### src/include/acs_map.svh
`ifndef ACS_MAP_SVH
`define ACS_MAP_SVH

// Register byte offsets and word indices
`define ACS_ADAPT_IDX 12'h001
`define ACS_ADAPT_OFF 12'h004
`define ACS_RUN_OFF 12'h010
`define ACS_DIV1_OFF 12'h014
`define ACS_DIV2_OFF 12'h018
`define ACS_OSR_OFF 12'h01C
`define ACS_STAT_OFF 12'h024
`define ACS_UCM_IDX 12'h03A
`define ACS_UCM_OFF 12'h0E8

// Coefficient windows, one per buffer
`define ACS_COEF_A_PAGE 4'h1
`define ACS_COEF_B_PAGE 4'h2

// Adaptive control field positions
`define ACS_SWAP_BIT 0
`define ACS_INUSE_BIT 1
`define ACS_ADAPT_BIT 2

// Unused-input common-mode field
`define ACS_UCM_LSB 2
`define ACS_UCM_MSB 7

// Reset values
`define ACS_DIV_RST 7'h01
`define ACS_OSR_RST 8'h40
`define ACS_UCM_RST 6'h00

// AXI response codes
`define ACS_RESP_OKAY 2'h0
`define ACS_RESP_SLVERR 2'h2

`endif

### src/include/acs_pkg.sv
package acs_pkg;

	// How a host coefficient access is treated
	typedef enum logic [1:0]
	{
		ACS_ACC_DIRECT = 2'b00,
		ACS_ACC_REDIRECT = 2'b01,
		ACS_ACC_LOCKED = 2'b10
	} acs_access_t;

	// Buffer identifier
	typedef enum logic
	{
		ACS_BUF_A = 1'b0,
		ACS_BUF_B = 1'b1
	} acs_buf_t;

endpackage : acs_pkg

### src/hw/acs_coef_store.sv
`timescale 1ns/1ps

// Two full copies of the coefficient set with host and engine ports
module acs_coef_store #(
	parameter int COEF_N = 64,
	parameter int COEF_W = 24,
	parameter int AW = 6
) (
	// Clock and reset
	input wire logic clk,
	input wire logic rst_b,
	// Host write port
	input wire logic wr_en,
	input wire acs_pkg::acs_buf_t wr_buf,
	input wire logic [AW-1:0] wr_addr,
	input wire logic [COEF_W-1:0] wr_data,
	// Host read port, combinational
	input wire acs_pkg::acs_buf_t rd_buf,
	input wire logic [AW-1:0] rd_addr,
	output logic [COEF_W-1:0] rd_data,
	// Filter engine read port, registered
	input wire acs_pkg::acs_buf_t eng_buf,
	input wire logic [AW-1:0] eng_addr,
	output logic [COEF_W-1:0] eng_data
);

	// Buffer A and buffer B storage
	logic [COEF_W-1:0] buf_a [COEF_N];
	logic [COEF_W-1:0] buf_b [COEF_N];

	// Host read mux
	assign rd_data = (rd_buf == acs_pkg::ACS_BUF_B) ? buf_b[rd_addr] : buf_a[rd_addr];

	// Storage write; arrays carry no reset so they map onto RAM
	always_ff @(posedge clk)
	begin
		if (wr_en && wr_buf == acs_pkg::ACS_BUF_A)
			buf_a[wr_addr] <= wr_data;
		if (wr_en && wr_buf == acs_pkg::ACS_BUF_B)
			buf_b[wr_addr] <= wr_data;
	end

	// Engine read, one cycle latency
	always_ff @(posedge clk or negedge rst_b)
	begin
		if (!rst_b)
			eng_data <= '0;
		else
			eng_data <= (eng_buf == acs_pkg::ACS_BUF_B) ? buf_b[eng_addr] : buf_a[eng_addr];
	end

endmodule : acs_coef_store

### src/hw/acs_record_ctrl.sv
// Functional notes
// - Running, not adaptive: coefficient access blocked
// - Adaptive bit enables double-buffered coefficient updates
// - Every coefficient kept in two buffers
// - Swap request exchanges buffers at next sample
// - Swap request bit clears after exchange
// - In-use flag toggles per swap, shows buffer
// - Running adaptive: writes go to buffer not in use
// - Stopped: writes go to addressed buffer
// - Unused-input common mode off until software enables
// - Unrouted inputs high-impedance unless common mode on
// - Each divider takes ratios 1 to 128
// - Dividers run from shared root converter clock
`timescale 1ns/1ps
`include "acs_map.svh"

module acs_record_ctrl #(
	parameter int COEF_N = 64,
	parameter int COEF_W = 24,
	parameter int INPUTS = 6
) (
	// Clock and reset; clk is the root converter clock
	input wire logic clk,
	input wire logic rst_b,
	// AXI4-Lite write address
	input wire logic s_axi_awvalid,
	output logic s_axi_awready,
	input wire logic [11:0] s_axi_awaddr,
	// AXI4-Lite write data
	input wire logic s_axi_wvalid,
	output logic s_axi_wready,
	input wire logic [31:0] s_axi_wdata,
	input wire logic [3:0] s_axi_wstrb,
	// AXI4-Lite write response
	output logic s_axi_bvalid,
	input wire logic s_axi_bready,
	output logic [1:0] s_axi_bresp,
	// AXI4-Lite read address
	input wire logic s_axi_arvalid,
	output logic s_axi_arready,
	input wire logic [11:0] s_axi_araddr,
	// AXI4-Lite read data
	output logic s_axi_rvalid,
	input wire logic s_axi_rready,
	output logic [31:0] s_axi_rdata,
	output logic [1:0] s_axi_rresp,
	// Filter engine coefficient port
	input wire logic [$clog2(COEF_N)-1:0] eng_coef_addr,
	output logic [COEF_W-1:0] eng_coef_data,
	// Converter timing
	output logic mod_tick,
	output logic sample_start,
	output logic record_running,
	output logic coef_in_use,
	// Analog input control
	input wire logic [INPUTS-1:0] input_routed,
	output logic [INPUTS-1:0] unused_input_cm_en,
	output logic [INPUTS-1:0] input_hiz
);

	localparam int AW = $clog2(COEF_N);

	// Divider code to ratio: code 0 stands for 128
	function automatic logic [7:0] div_ratio(input logic [6:0] code);
		div_ratio = (code == 7'h00) ? 8'h80 : {1'b0, code};
	endfunction : div_ratio

	// Coefficient window decode: page selects buffer, index must be in range
	function automatic logic coef_hit(input logic [11:0] addr);
		logic page_ok;
		page_ok = (addr[11:8] == `ACS_COEF_A_PAGE) || (addr[11:8] == `ACS_COEF_B_PAGE);
		coef_hit = page_ok && (32'(addr[7:2]) < COEF_N);
	endfunction : coef_hit

	// Control and status state
	logic run_reg;
	logic adapt_en_reg;
	logic swap_pend_reg;
	logic in_use_reg;
	logic [6:0] div1_reg;
	logic [6:0] div2_reg;
	logic [7:0] osr_reg;
	logic [5:0] ucm_reg;
	// Divider chain counters
	logic [7:0] cnt1_reg;
	logic [7:0] cnt2_reg;
	logic [8:0] cnt3_reg;
	// Write channel holding
	logic aw_held_reg;
	logic w_held_reg;
	logic [11:0] awaddr_reg;
	logic [31:0] wdata_reg;
	logic [3:0] wstrb_reg;
	logic bvalid_reg;
	logic [1:0] bresp_reg;
	// Read channel
	logic rvalid_reg;
	logic [31:0] rdata_reg;
	logic [1:0] rresp_reg;

	// Access mode of the coefficient windows
	acs_pkg::acs_access_t acc_mode;
	assign acc_mode = !run_reg ? acs_pkg::ACS_ACC_DIRECT :
		(adapt_en_reg ? acs_pkg::ACS_ACC_REDIRECT : acs_pkg::ACS_ACC_LOCKED);

	// Write decode
	wire do_write = aw_held_reg && w_held_reg && !bvalid_reg;
	wire wb0 = wstrb_reg[0];
	wire w_adapt = do_write && wb0 && awaddr_reg == `ACS_ADAPT_OFF;
	wire w_run = do_write && wb0 && awaddr_reg == `ACS_RUN_OFF;
	wire w_div1 = do_write && wb0 && awaddr_reg == `ACS_DIV1_OFF;
	wire w_div2 = do_write && wb0 && awaddr_reg == `ACS_DIV2_OFF;
	wire w_osr = do_write && wb0 && awaddr_reg == `ACS_OSR_OFF;
	wire w_ucm = do_write && wb0 && awaddr_reg == `ACS_UCM_OFF;
	wire w_coef_hit = coef_hit(awaddr_reg);
	wire w_ctrl_hit = awaddr_reg == `ACS_ADAPT_OFF || awaddr_reg == `ACS_RUN_OFF ||
		awaddr_reg == `ACS_DIV1_OFF || awaddr_reg == `ACS_DIV2_OFF ||
		awaddr_reg == `ACS_OSR_OFF || awaddr_reg == `ACS_UCM_OFF ||
		awaddr_reg == `ACS_STAT_OFF;
	// Coefficient words need their three low lanes together
	wire w_coef_full = &wstrb_reg[2:0];
	wire w_coef_ok = w_coef_hit && w_coef_full && acc_mode != acs_pkg::ACS_ACC_LOCKED;

	// Buffer named by the host address
	acs_pkg::acs_buf_t w_addr_buf;
	assign w_addr_buf = (awaddr_reg[11:8] == `ACS_COEF_B_PAGE) ?
		acs_pkg::ACS_BUF_B : acs_pkg::ACS_BUF_A;

	// Target buffer after redirection
	acs_pkg::acs_buf_t mem_wr_buf;
	always_comb
	begin
		mem_wr_buf = w_addr_buf;
		unique case (acc_mode)
			// Stopped: exactly the addressed buffer
			acs_pkg::ACS_ACC_DIRECT: mem_wr_buf = w_addr_buf;
			// Running adaptive: always the idle buffer
			acs_pkg::ACS_ACC_REDIRECT: mem_wr_buf = acs_pkg::acs_buf_t'(~in_use_reg);
			// Locked: no write happens, value irrelevant
			acs_pkg::ACS_ACC_LOCKED: mem_wr_buf = w_addr_buf;
			default: mem_wr_buf = w_addr_buf;
		endcase
	end
	wire mem_we = do_write && w_coef_ok;

	// Read decode
	wire ar_take = s_axi_arvalid && !rvalid_reg;
	wire r_coef_hit = coef_hit(s_axi_araddr);
	acs_pkg::acs_buf_t r_addr_buf;
	assign r_addr_buf = (s_axi_araddr[11:8] == `ACS_COEF_B_PAGE) ?
		acs_pkg::ACS_BUF_B : acs_pkg::ACS_BUF_A;
	logic [COEF_W-1:0] host_coef;

	// Register read mux
	logic [31:0] rd_word;
	logic rd_ok;
	always_comb
	begin
		rd_word = 32'h0000_0000;
		rd_ok = 1'b1;
		if (r_coef_hit)
		begin
			// Blocked reads return zero with an error
			rd_ok = (acc_mode != acs_pkg::ACS_ACC_LOCKED);
			rd_word = rd_ok ? 32'(host_coef) : 32'h0000_0000;
		end
		else if (s_axi_araddr == `ACS_ADAPT_OFF)
			rd_word = {29'h0, adapt_en_reg, in_use_reg, swap_pend_reg};
		else if (s_axi_araddr == `ACS_RUN_OFF)
			rd_word = {31'h0, run_reg};
		else if (s_axi_araddr == `ACS_DIV1_OFF)
			rd_word = {25'h0, div1_reg};
		else if (s_axi_araddr == `ACS_DIV2_OFF)
			rd_word = {25'h0, div2_reg};
		else if (s_axi_araddr == `ACS_OSR_OFF)
			rd_word = {24'h0, osr_reg};
		else if (s_axi_araddr == `ACS_UCM_OFF)
			rd_word = {24'h0, ucm_reg, 2'h0};
		else if (s_axi_araddr == `ACS_STAT_OFF)
			rd_word = {30'h0, acc_mode == acs_pkg::ACS_ACC_LOCKED, run_reg};
		else
			rd_ok = 1'b0;
	end

	// Coefficient storage
	acs_coef_store #(
		.COEF_N(COEF_N),
		.COEF_W(COEF_W),
		.AW(AW)
	) u_store (
		.clk(clk),
		.rst_b(rst_b),
		.wr_en(mem_we),
		.wr_buf(mem_wr_buf),
		.wr_addr(awaddr_reg[AW+1:2]),
		.wr_data(wdata_reg[COEF_W-1:0]),
		.rd_buf(r_addr_buf),
		.rd_addr(s_axi_araddr[AW+1:2]),
		.rd_data(host_coef),
		.eng_buf(acs_pkg::acs_buf_t'(in_use_reg)),
		.eng_addr(eng_coef_addr),
		.eng_data(eng_coef_data)
	);

	// Divider chain terminal counts; ratios 1..128 each, OSR 0 means 256
	wire [7:0] ratio1 = div_ratio(div1_reg);
	wire [7:0] ratio2 = div_ratio(div2_reg);
	wire [8:0] ratio3 = (osr_reg == 8'h00) ? 9'h100 : {1'b0, osr_reg};
	wire tick1 = run_reg && (cnt1_reg == ratio1 - 8'h01);
	wire tick2 = tick1 && (cnt2_reg == ratio2 - 8'h01);
	wire tick3 = tick2 && (cnt3_reg == ratio3 - 9'h001);

	// Divider counters on the shared root clock, held at zero while stopped
	always_ff @(posedge clk or negedge rst_b)
	begin
		if (!rst_b)
		begin
			cnt1_reg <= 8'h00;
			cnt2_reg <= 8'h00;
			cnt3_reg <= 9'h000;
		end
		else if (!run_reg)
		begin
			cnt1_reg <= 8'h00;
			cnt2_reg <= 8'h00;
			cnt3_reg <= 9'h000;
		end
		else
		begin
			cnt1_reg <= tick1 ? 8'h00 : cnt1_reg + 8'h01;
			if (tick1)
				cnt2_reg <= tick2 ? 8'h00 : cnt2_reg + 8'h01;
			if (tick2)
				cnt3_reg <= tick3 ? 9'h000 : cnt3_reg + 9'h001;
		end
	end

	// Swap happens at a sample boundary only while running adaptive
	wire swap_now = swap_pend_reg && tick3 && adapt_en_reg && run_reg;
	wire swap_set = w_adapt && wdata_reg[`ACS_SWAP_BIT] && adapt_en_reg && run_reg;
	// Pending is dropped if adaptive mode or the converter goes away
	wire swap_drop = !adapt_en_reg || !run_reg;
	wire swap_pend_next = swap_set ? 1'b1 : ((swap_now || swap_drop) ? 1'b0 : swap_pend_reg);

	// Adaptive control, swap and in-use flag
	always_ff @(posedge clk or negedge rst_b)
	begin
		if (!rst_b)
		begin
			adapt_en_reg <= 1'b0;
			swap_pend_reg <= 1'b0;
			in_use_reg <= 1'b0;
		end
		else
		begin
			if (w_adapt)
				adapt_en_reg <= wdata_reg[`ACS_ADAPT_BIT];
			// A new request wins over the self-clear
			swap_pend_reg <= swap_pend_next;
			if (swap_now)
				in_use_reg <= ~in_use_reg;
		end
	end

	// Plain configuration registers
	always_ff @(posedge clk or negedge rst_b)
	begin
		if (!rst_b)
		begin
			run_reg <= 1'b0;
			div1_reg <= `ACS_DIV_RST;
			div2_reg <= `ACS_DIV_RST;
			osr_reg <= `ACS_OSR_RST;
			ucm_reg <= `ACS_UCM_RST;
		end
		else
		begin
			if (w_run)
				run_reg <= wdata_reg[0];
			if (w_div1)
				div1_reg <= wdata_reg[6:0];
			if (w_div2)
				div2_reg <= wdata_reg[6:0];
			if (w_osr)
				osr_reg <= wdata_reg[7:0];
			if (w_ucm)
				ucm_reg <= wdata_reg[`ACS_UCM_MSB:`ACS_UCM_LSB];
		end
	end

	// Write channel: address and data are taken in either order
	always_ff @(posedge clk or negedge rst_b)
	begin
		if (!rst_b)
		begin
			aw_held_reg <= 1'b0;
			w_held_reg <= 1'b0;
			awaddr_reg <= 12'h000;
			wdata_reg <= 32'h0000_0000;
			wstrb_reg <= 4'h0;
			bvalid_reg <= 1'b0;
			bresp_reg <= `ACS_RESP_OKAY;
		end
		else
		begin
			if (s_axi_awvalid && s_axi_awready)
			begin
				aw_held_reg <= 1'b1;
				awaddr_reg <= {s_axi_awaddr[11:2], 2'h0};
			end
			if (s_axi_wvalid && s_axi_wready)
			begin
				w_held_reg <= 1'b1;
				wdata_reg <= s_axi_wdata;
				wstrb_reg <= s_axi_wstrb;
			end
			if (do_write)
			begin
				aw_held_reg <= 1'b0;
				w_held_reg <= 1'b0;
				bvalid_reg <= 1'b1;
				bresp_reg <= (w_ctrl_hit || w_coef_ok) ? `ACS_RESP_OKAY : `ACS_RESP_SLVERR;
			end
			else if (bvalid_reg && s_axi_bready)
				bvalid_reg <= 1'b0;
		end
	end

	// Read channel: one word per request, answered on the next edge
	always_ff @(posedge clk or negedge rst_b)
	begin
		if (!rst_b)
		begin
			rvalid_reg <= 1'b0;
			rdata_reg <= 32'h0000_0000;
			rresp_reg <= `ACS_RESP_OKAY;
		end
		else if (ar_take)
		begin
			rvalid_reg <= 1'b1;
			rdata_reg <= rd_word;
			rresp_reg <= rd_ok ? `ACS_RESP_OKAY : `ACS_RESP_SLVERR;
		end
		else if (rvalid_reg && s_axi_rready)
			rvalid_reg <= 1'b0;
	end

	// Bus handshake outputs
	assign s_axi_awready = !aw_held_reg;
	assign s_axi_wready = !w_held_reg;
	assign s_axi_bvalid = bvalid_reg;
	assign s_axi_bresp = bresp_reg;
	assign s_axi_arready = !rvalid_reg;
	assign s_axi_rvalid = rvalid_reg;
	assign s_axi_rdata = rdata_reg;
	assign s_axi_rresp = rresp_reg;

	// Converter and analog outputs
	assign mod_tick = tick2;
	assign sample_start = tick3;
	assign record_running = run_reg;
	assign coef_in_use = in_use_reg;
	assign unused_input_cm_en = ucm_reg[INPUTS-1:0];
	// Floating pins charge with a thump when routed later, hence the option
	assign input_hiz = ~input_routed & ~unused_input_cm_en;

	// Checks
	AST_LOCK_BLOCKS: assert property (@(posedge clk) disable iff (!rst_b)
		(run_reg && !adapt_en_reg) |-> !mem_we)
		else $error("coefficient write while locked");
	AST_ADAPT_SET: assert property (@(posedge clk) disable iff (!rst_b)
		w_adapt |=> (adapt_en_reg == $past(wdata_reg[`ACS_ADAPT_BIT])))
		else $error("adaptive bit not taken");
	AST_SWAP_AT_SAMPLE: assert property (@(posedge clk) disable iff (!rst_b)
		(in_use_reg != $past(in_use_reg)) |-> ($past(tick3) && $past(swap_pend_reg)))
		else $error("buffer swap off a sample boundary");
	AST_SWAP_SELF_CLEAR: assert property (@(posedge clk) disable iff (!rst_b)
		(swap_now && !swap_set) |=> !swap_pend_reg)
		else $error("swap request not cleared");
	AST_FLAG_TOGGLE: assert property (@(posedge clk) disable iff (!rst_b)
		swap_now |=> (in_use_reg == !$past(in_use_reg)))
		else $error("in-use flag did not toggle");
	AST_REDIRECT: assert property (@(posedge clk) disable iff (!rst_b)
		(mem_we && run_reg) |-> (mem_wr_buf != in_use_reg))
		else $error("running write hit active buffer");
	AST_DIRECT: assert property (@(posedge clk) disable iff (!rst_b)
		(mem_we && !run_reg) |-> (mem_wr_buf == (awaddr_reg[11:8] == `ACS_COEF_B_PAGE)))
		else $error("stopped write redirected");
	AST_HIZ: assert property (@(posedge clk) disable iff (!rst_b)
		(!input_routed[0] && !unused_input_cm_en[0]) |-> input_hiz[0])
		else $error("unrouted input not high impedance");
	AST_DIV1_PERIOD: assert property (@(posedge clk) disable iff (!rst_b)
		tick1 |=> (cnt1_reg == 8'h00))
		else $error("first divider period wrong");
	AST_NO_SWAP_IDLE: assert property (@(posedge clk) disable iff (!rst_b)
		(!(adapt_en_reg && run_reg)) |=> $stable(in_use_reg))
		else $error("swap while not adaptive");

	// Scenario coverage
	COV_SWAP: cover property (@(posedge clk) disable iff (!rst_b) swap_now);
	COV_REDIRECT: cover property (@(posedge clk) disable iff (!rst_b)
		mem_we && run_reg && mem_wr_buf != w_addr_buf);
	COV_LOCKED_WRITE: cover property (@(posedge clk) disable iff (!rst_b)
		do_write && w_coef_hit && acc_mode == acs_pkg::ACS_ACC_LOCKED);
	COV_SET_BEATS_CLEAR: cover property (@(posedge clk) disable iff (!rst_b)
		swap_now && swap_set);

endmodule : acs_record_ctrl

### config.mk
export PLATFORM = sky130hd
export DESIGN_NAME = acs_record_ctrl
export DESIGN_NICKNAME = d
export VERILOG_FILES = /design/src/include/acs_pkg.sv /design/src/hw/acs_coef_store.sv /design/src/hw/acs_record_ctrl.sv
export VERILOG_INCLUDE_DIRS = /design/src /design/src/include
export SDC_FILE = /design/constraint.sdc
export NUM_CORES = 2
export LEC_CHECK = 0
export BUFFER_PORTS_ARGS = -buffer_cell sky130_fd_sc_hd__buf_2
export CAP_MARGIN = 30
export CORE_MARGIN = 4
export CORE_UTILIZATION = 50
export CTS_BUF_LIST = sky130_fd_sc_hd__clkbuf_4 sky130_fd_sc_hd__clkbuf_8
export DETAILED_ROUTE_END_ITERATION = 10
export PLACE_DENSITY = 0.67
export SKIP_LAST_GASP = 1
export SLEW_MARGIN = 15
export SYNTH_ARGS = -nofsm -noshare
export SYNTH_HDL_FRONTEND = slang
export SYNTH_SLANG_ARGS = --single-unit
### constraint.sdc
create_clock -name clk -period 5.65 [get_ports clk]
set_input_delay 0.565 -clock clk [delete_from_list [all_inputs] [get_ports clk]]
set_output_delay 0.565 -clock clk [all_outputs]
set_load 0.005 [all_outputs]
==> out/summary.txt <==
Placeable Area - 0.295 mm^2
Synth area leaders - edfxtp_1 (62%), mux4_2 (27%), dfrtp_1 (2.4%)
Worst min-delay path category - in2reg
Largest net degree at the start of global routing - 107
Vias in the first global route - 88.6k
CTS sink cnt - 3220
Die Y - 553 um
Max-cap viol count - 0
TritonCTS clock tree - done
Distinct cell type count after synthesis - 79
Worst R2R Path Depth - 7
Clock power frac - 0.348
Starting Density - 0.503
Avg Vias per Cell - 7.40
Tmin final - 5.34 ns
Number of DRC markers in iteration 0 - 16.5k
Worst-Skew Late Latency - 1.29 ns
Initial antenna violation count - 60
Outcome - complete, no violations
Max Slew Vio Count - 0
Commonest non-fill, non-tap cell in the layout - edfxtp_1
Max Fclk - 0.187 GHz
FP Rows - 199
Seq pwr share - 0.525
Switching part of the total power - 0.289
Number of remaining DRC errors - 0
Die W - 553 um
Gpl congestion - 0.992
First-pass DRT Iterations - 6
EDFF count, synth - 3072
Maximum vdd drop - 0.309 mV
NetSw - 17.6 mW
Antenna Violating Nets Remaining - 0
Setup bufs post-CTS - 0
Crit path from - div1_reg[0]
Clk_skew - 0.0965 ns
Post-synth ARST share - 0.0460
Clock root buffer - clkbuf_8
Total grt overflow - 0
Largest registers - u_store.buf_a: 1536 flops, u_store.buf_b: 1536 flops
Final design utilization - 0.574
Crit start category - flop
Setup Viol. Count Final - 0
I/O pin total - 160
Synth Cell Area - 0.148 mm^2
DIE AREA - 0.305 mm^2
Yosys synthesis warning count - 0
Int Pwr - 43.1 mW
Hold Path Depth - 7
Post-synthesis register bit count - 3220
Cts bufs inserted - 541
Critical Path Fanout Max - 8
Reg2reg start - coef_in_use
Post-synth top area share - 0.622
DR WL/cell - 45.0 um
RSZ-0062 raised after global routing - false
Sequential share of the synthesized area - 0.647
Final hold violation count - 0
Longest Clk Path Bufs - 4
Mapped Cells - 7080
P per Cell Area - 359 mW/mm^2
Clock transition at path regs - 0.07 ns
Detailed placement HPWL - 338000 um
Most frequent cells in the layout - edfxtp_1 (3072), mux4_2 (1768), clkbuf_8 (560)
Worst setup EP type - primary output
Gr usage total - 0.355
Pleak - 53.7 nW
Arr. time, crit path - 4.77 ns
First-pass GRT wire length - 737000 um
Ys flop type - edfxtp_1
Worst path required time - 5.09 ns
Actual slew at the worst max-slew pin - 1.21 ns
Port Buffers - 138
Setup TNS - 0 ns
Nets - 7850
Post-Route WL - 546000 um
DR vias - 89.7k
Synth area leader - edfxtp_1
Slew HR - 0.196
Layout cell share with drive strength beyond 1 - 0.431
CTS H-tree lvls - 6
Crit Path Class - reg2out
Area Growth Syn to Fin - 14.1%
Final period utilization - 0.944
Syn avg cell area - 20.9 um^2
PostCTS Resize Cnt - 0
Logic gate share of total power - 0.126
Worst hold start - s_axi_araddr[0]
[synthesized netlist by cell type (12+ instances only)]
cell	number
o21ai_0	72
nor4_1	14
a31oi_1	14
dfrtp_1	145
buf_1	124
o2111ai_1	19
xnor2_1	17
nand2_1	178
o22ai_1	17
mux2_2	65
buf_2	110
a22o_1	17
xor2_1	17
nand3_1	44
nand2b_1	13
a211oi_1	34
nor2_1	218
edfxtp_1	3072
a22oi_1	133
mux4_2	1768
mux2i_1	220
a221oi_1	34
nor2b_1	32
o211ai_1	27
or3_1	12
or2_2	13
inv_1	29
nand4_1	18
nor3_1	30
o21a_1	27
a21oi_1	99
clkbuf_1	308
[repair_timing]
action	4_1_cts	5_1_grt
hold buffers	58	0
endpoints found under the hold margin	162	0
endpoints found under the setup margin	0	0
[path summary, 6_finish.rpt]
check	to	slack, ns
setup / recovery	sample_start	0.31
hold reg to reg	s_axi_bresp[1]	0.50
setup reg to reg	u_store.buf_a[29][9]	1.71
max in group asynchronous	wdata_reg[23]	4.26
min in group asynchronous	s_axi_rdata[2]	0.37
hold / removal	s_axi_rdata[0]	0.05
[per-stage QoR]
stage               power (mW)  instance area [um^2]  setup slack [ns]  hold WS (ns)  std cells
CTS                       60.2                169000             0.148       0.00602      12074
global placement          39.0                157000            0.0600         0.482      11059
global route              62.0                169000             0.163        0.0345      12103
finish                    60.6                169000             0.315        0.0512      12124
floorplan                 35.1                148000              1.85         0.269       7089
detailed placement        39.4                157000             0.813         0.495      11063
[per-layer routing]
layer,wire (um),global-route usage,vias up
li1,-,-,32549
met1,178000,0.450,47539
met2,240000,0.510,7865
met3,81900,0.135,1678
met4,45700,0.239,36
met5,526,0.000781,-
[worst max-delay path: stages, from the launching register on]
cell and delay, ns:
dfstp_2 0.63, inv_1 0.11, ha_1 0.32, xor2_1 0.16, o2111ai_1 0.12, or4_1 0.64
or4_4 0.68, nor4b_1 0.61, buf_2 0.23
[area by class of cell]
type,count,area (um^2)
Antenna cell,33,82.6
Clock buffer,725,8930
Clock inverter,228,1790
Fill cell,21454,125000
Inverter,32,128
Multi-Input combinational cell,3281,51000
Sequential cell,3220,96000
Tap cell,3919,4900
Timing Repair Buffer,686,6170
[cell families (layout without fill, tap and decap cells)]
group,count (synthesis),in the layout,synth area share
DFF,3220,3220,0.647
muxes,2053,2053,0.288
and+or+nand+nor,617,617,0.0192
buffers and inverters,588,1671,0.0162
AOI/OAI and AO/OA,556,556,0.0261
xor gates and xnor gates,36,36,0.00223
adders and majority gates,9,9,0.000760
other,1,43,0.0000253
[power groups by stage]
stage	combinational (mW)	sequential (mW)	clock [mW]
floorplan	2.72	32.4	0
finish	7.66	31.9	21.1
CTS	7.17	31.8	21.2
global route	7.77	31.9	22.4
detailed placement	7.07	32.3	0
global placement	6.83	32.2	0
Note: power is estimated with default switching activity, not from simulation.
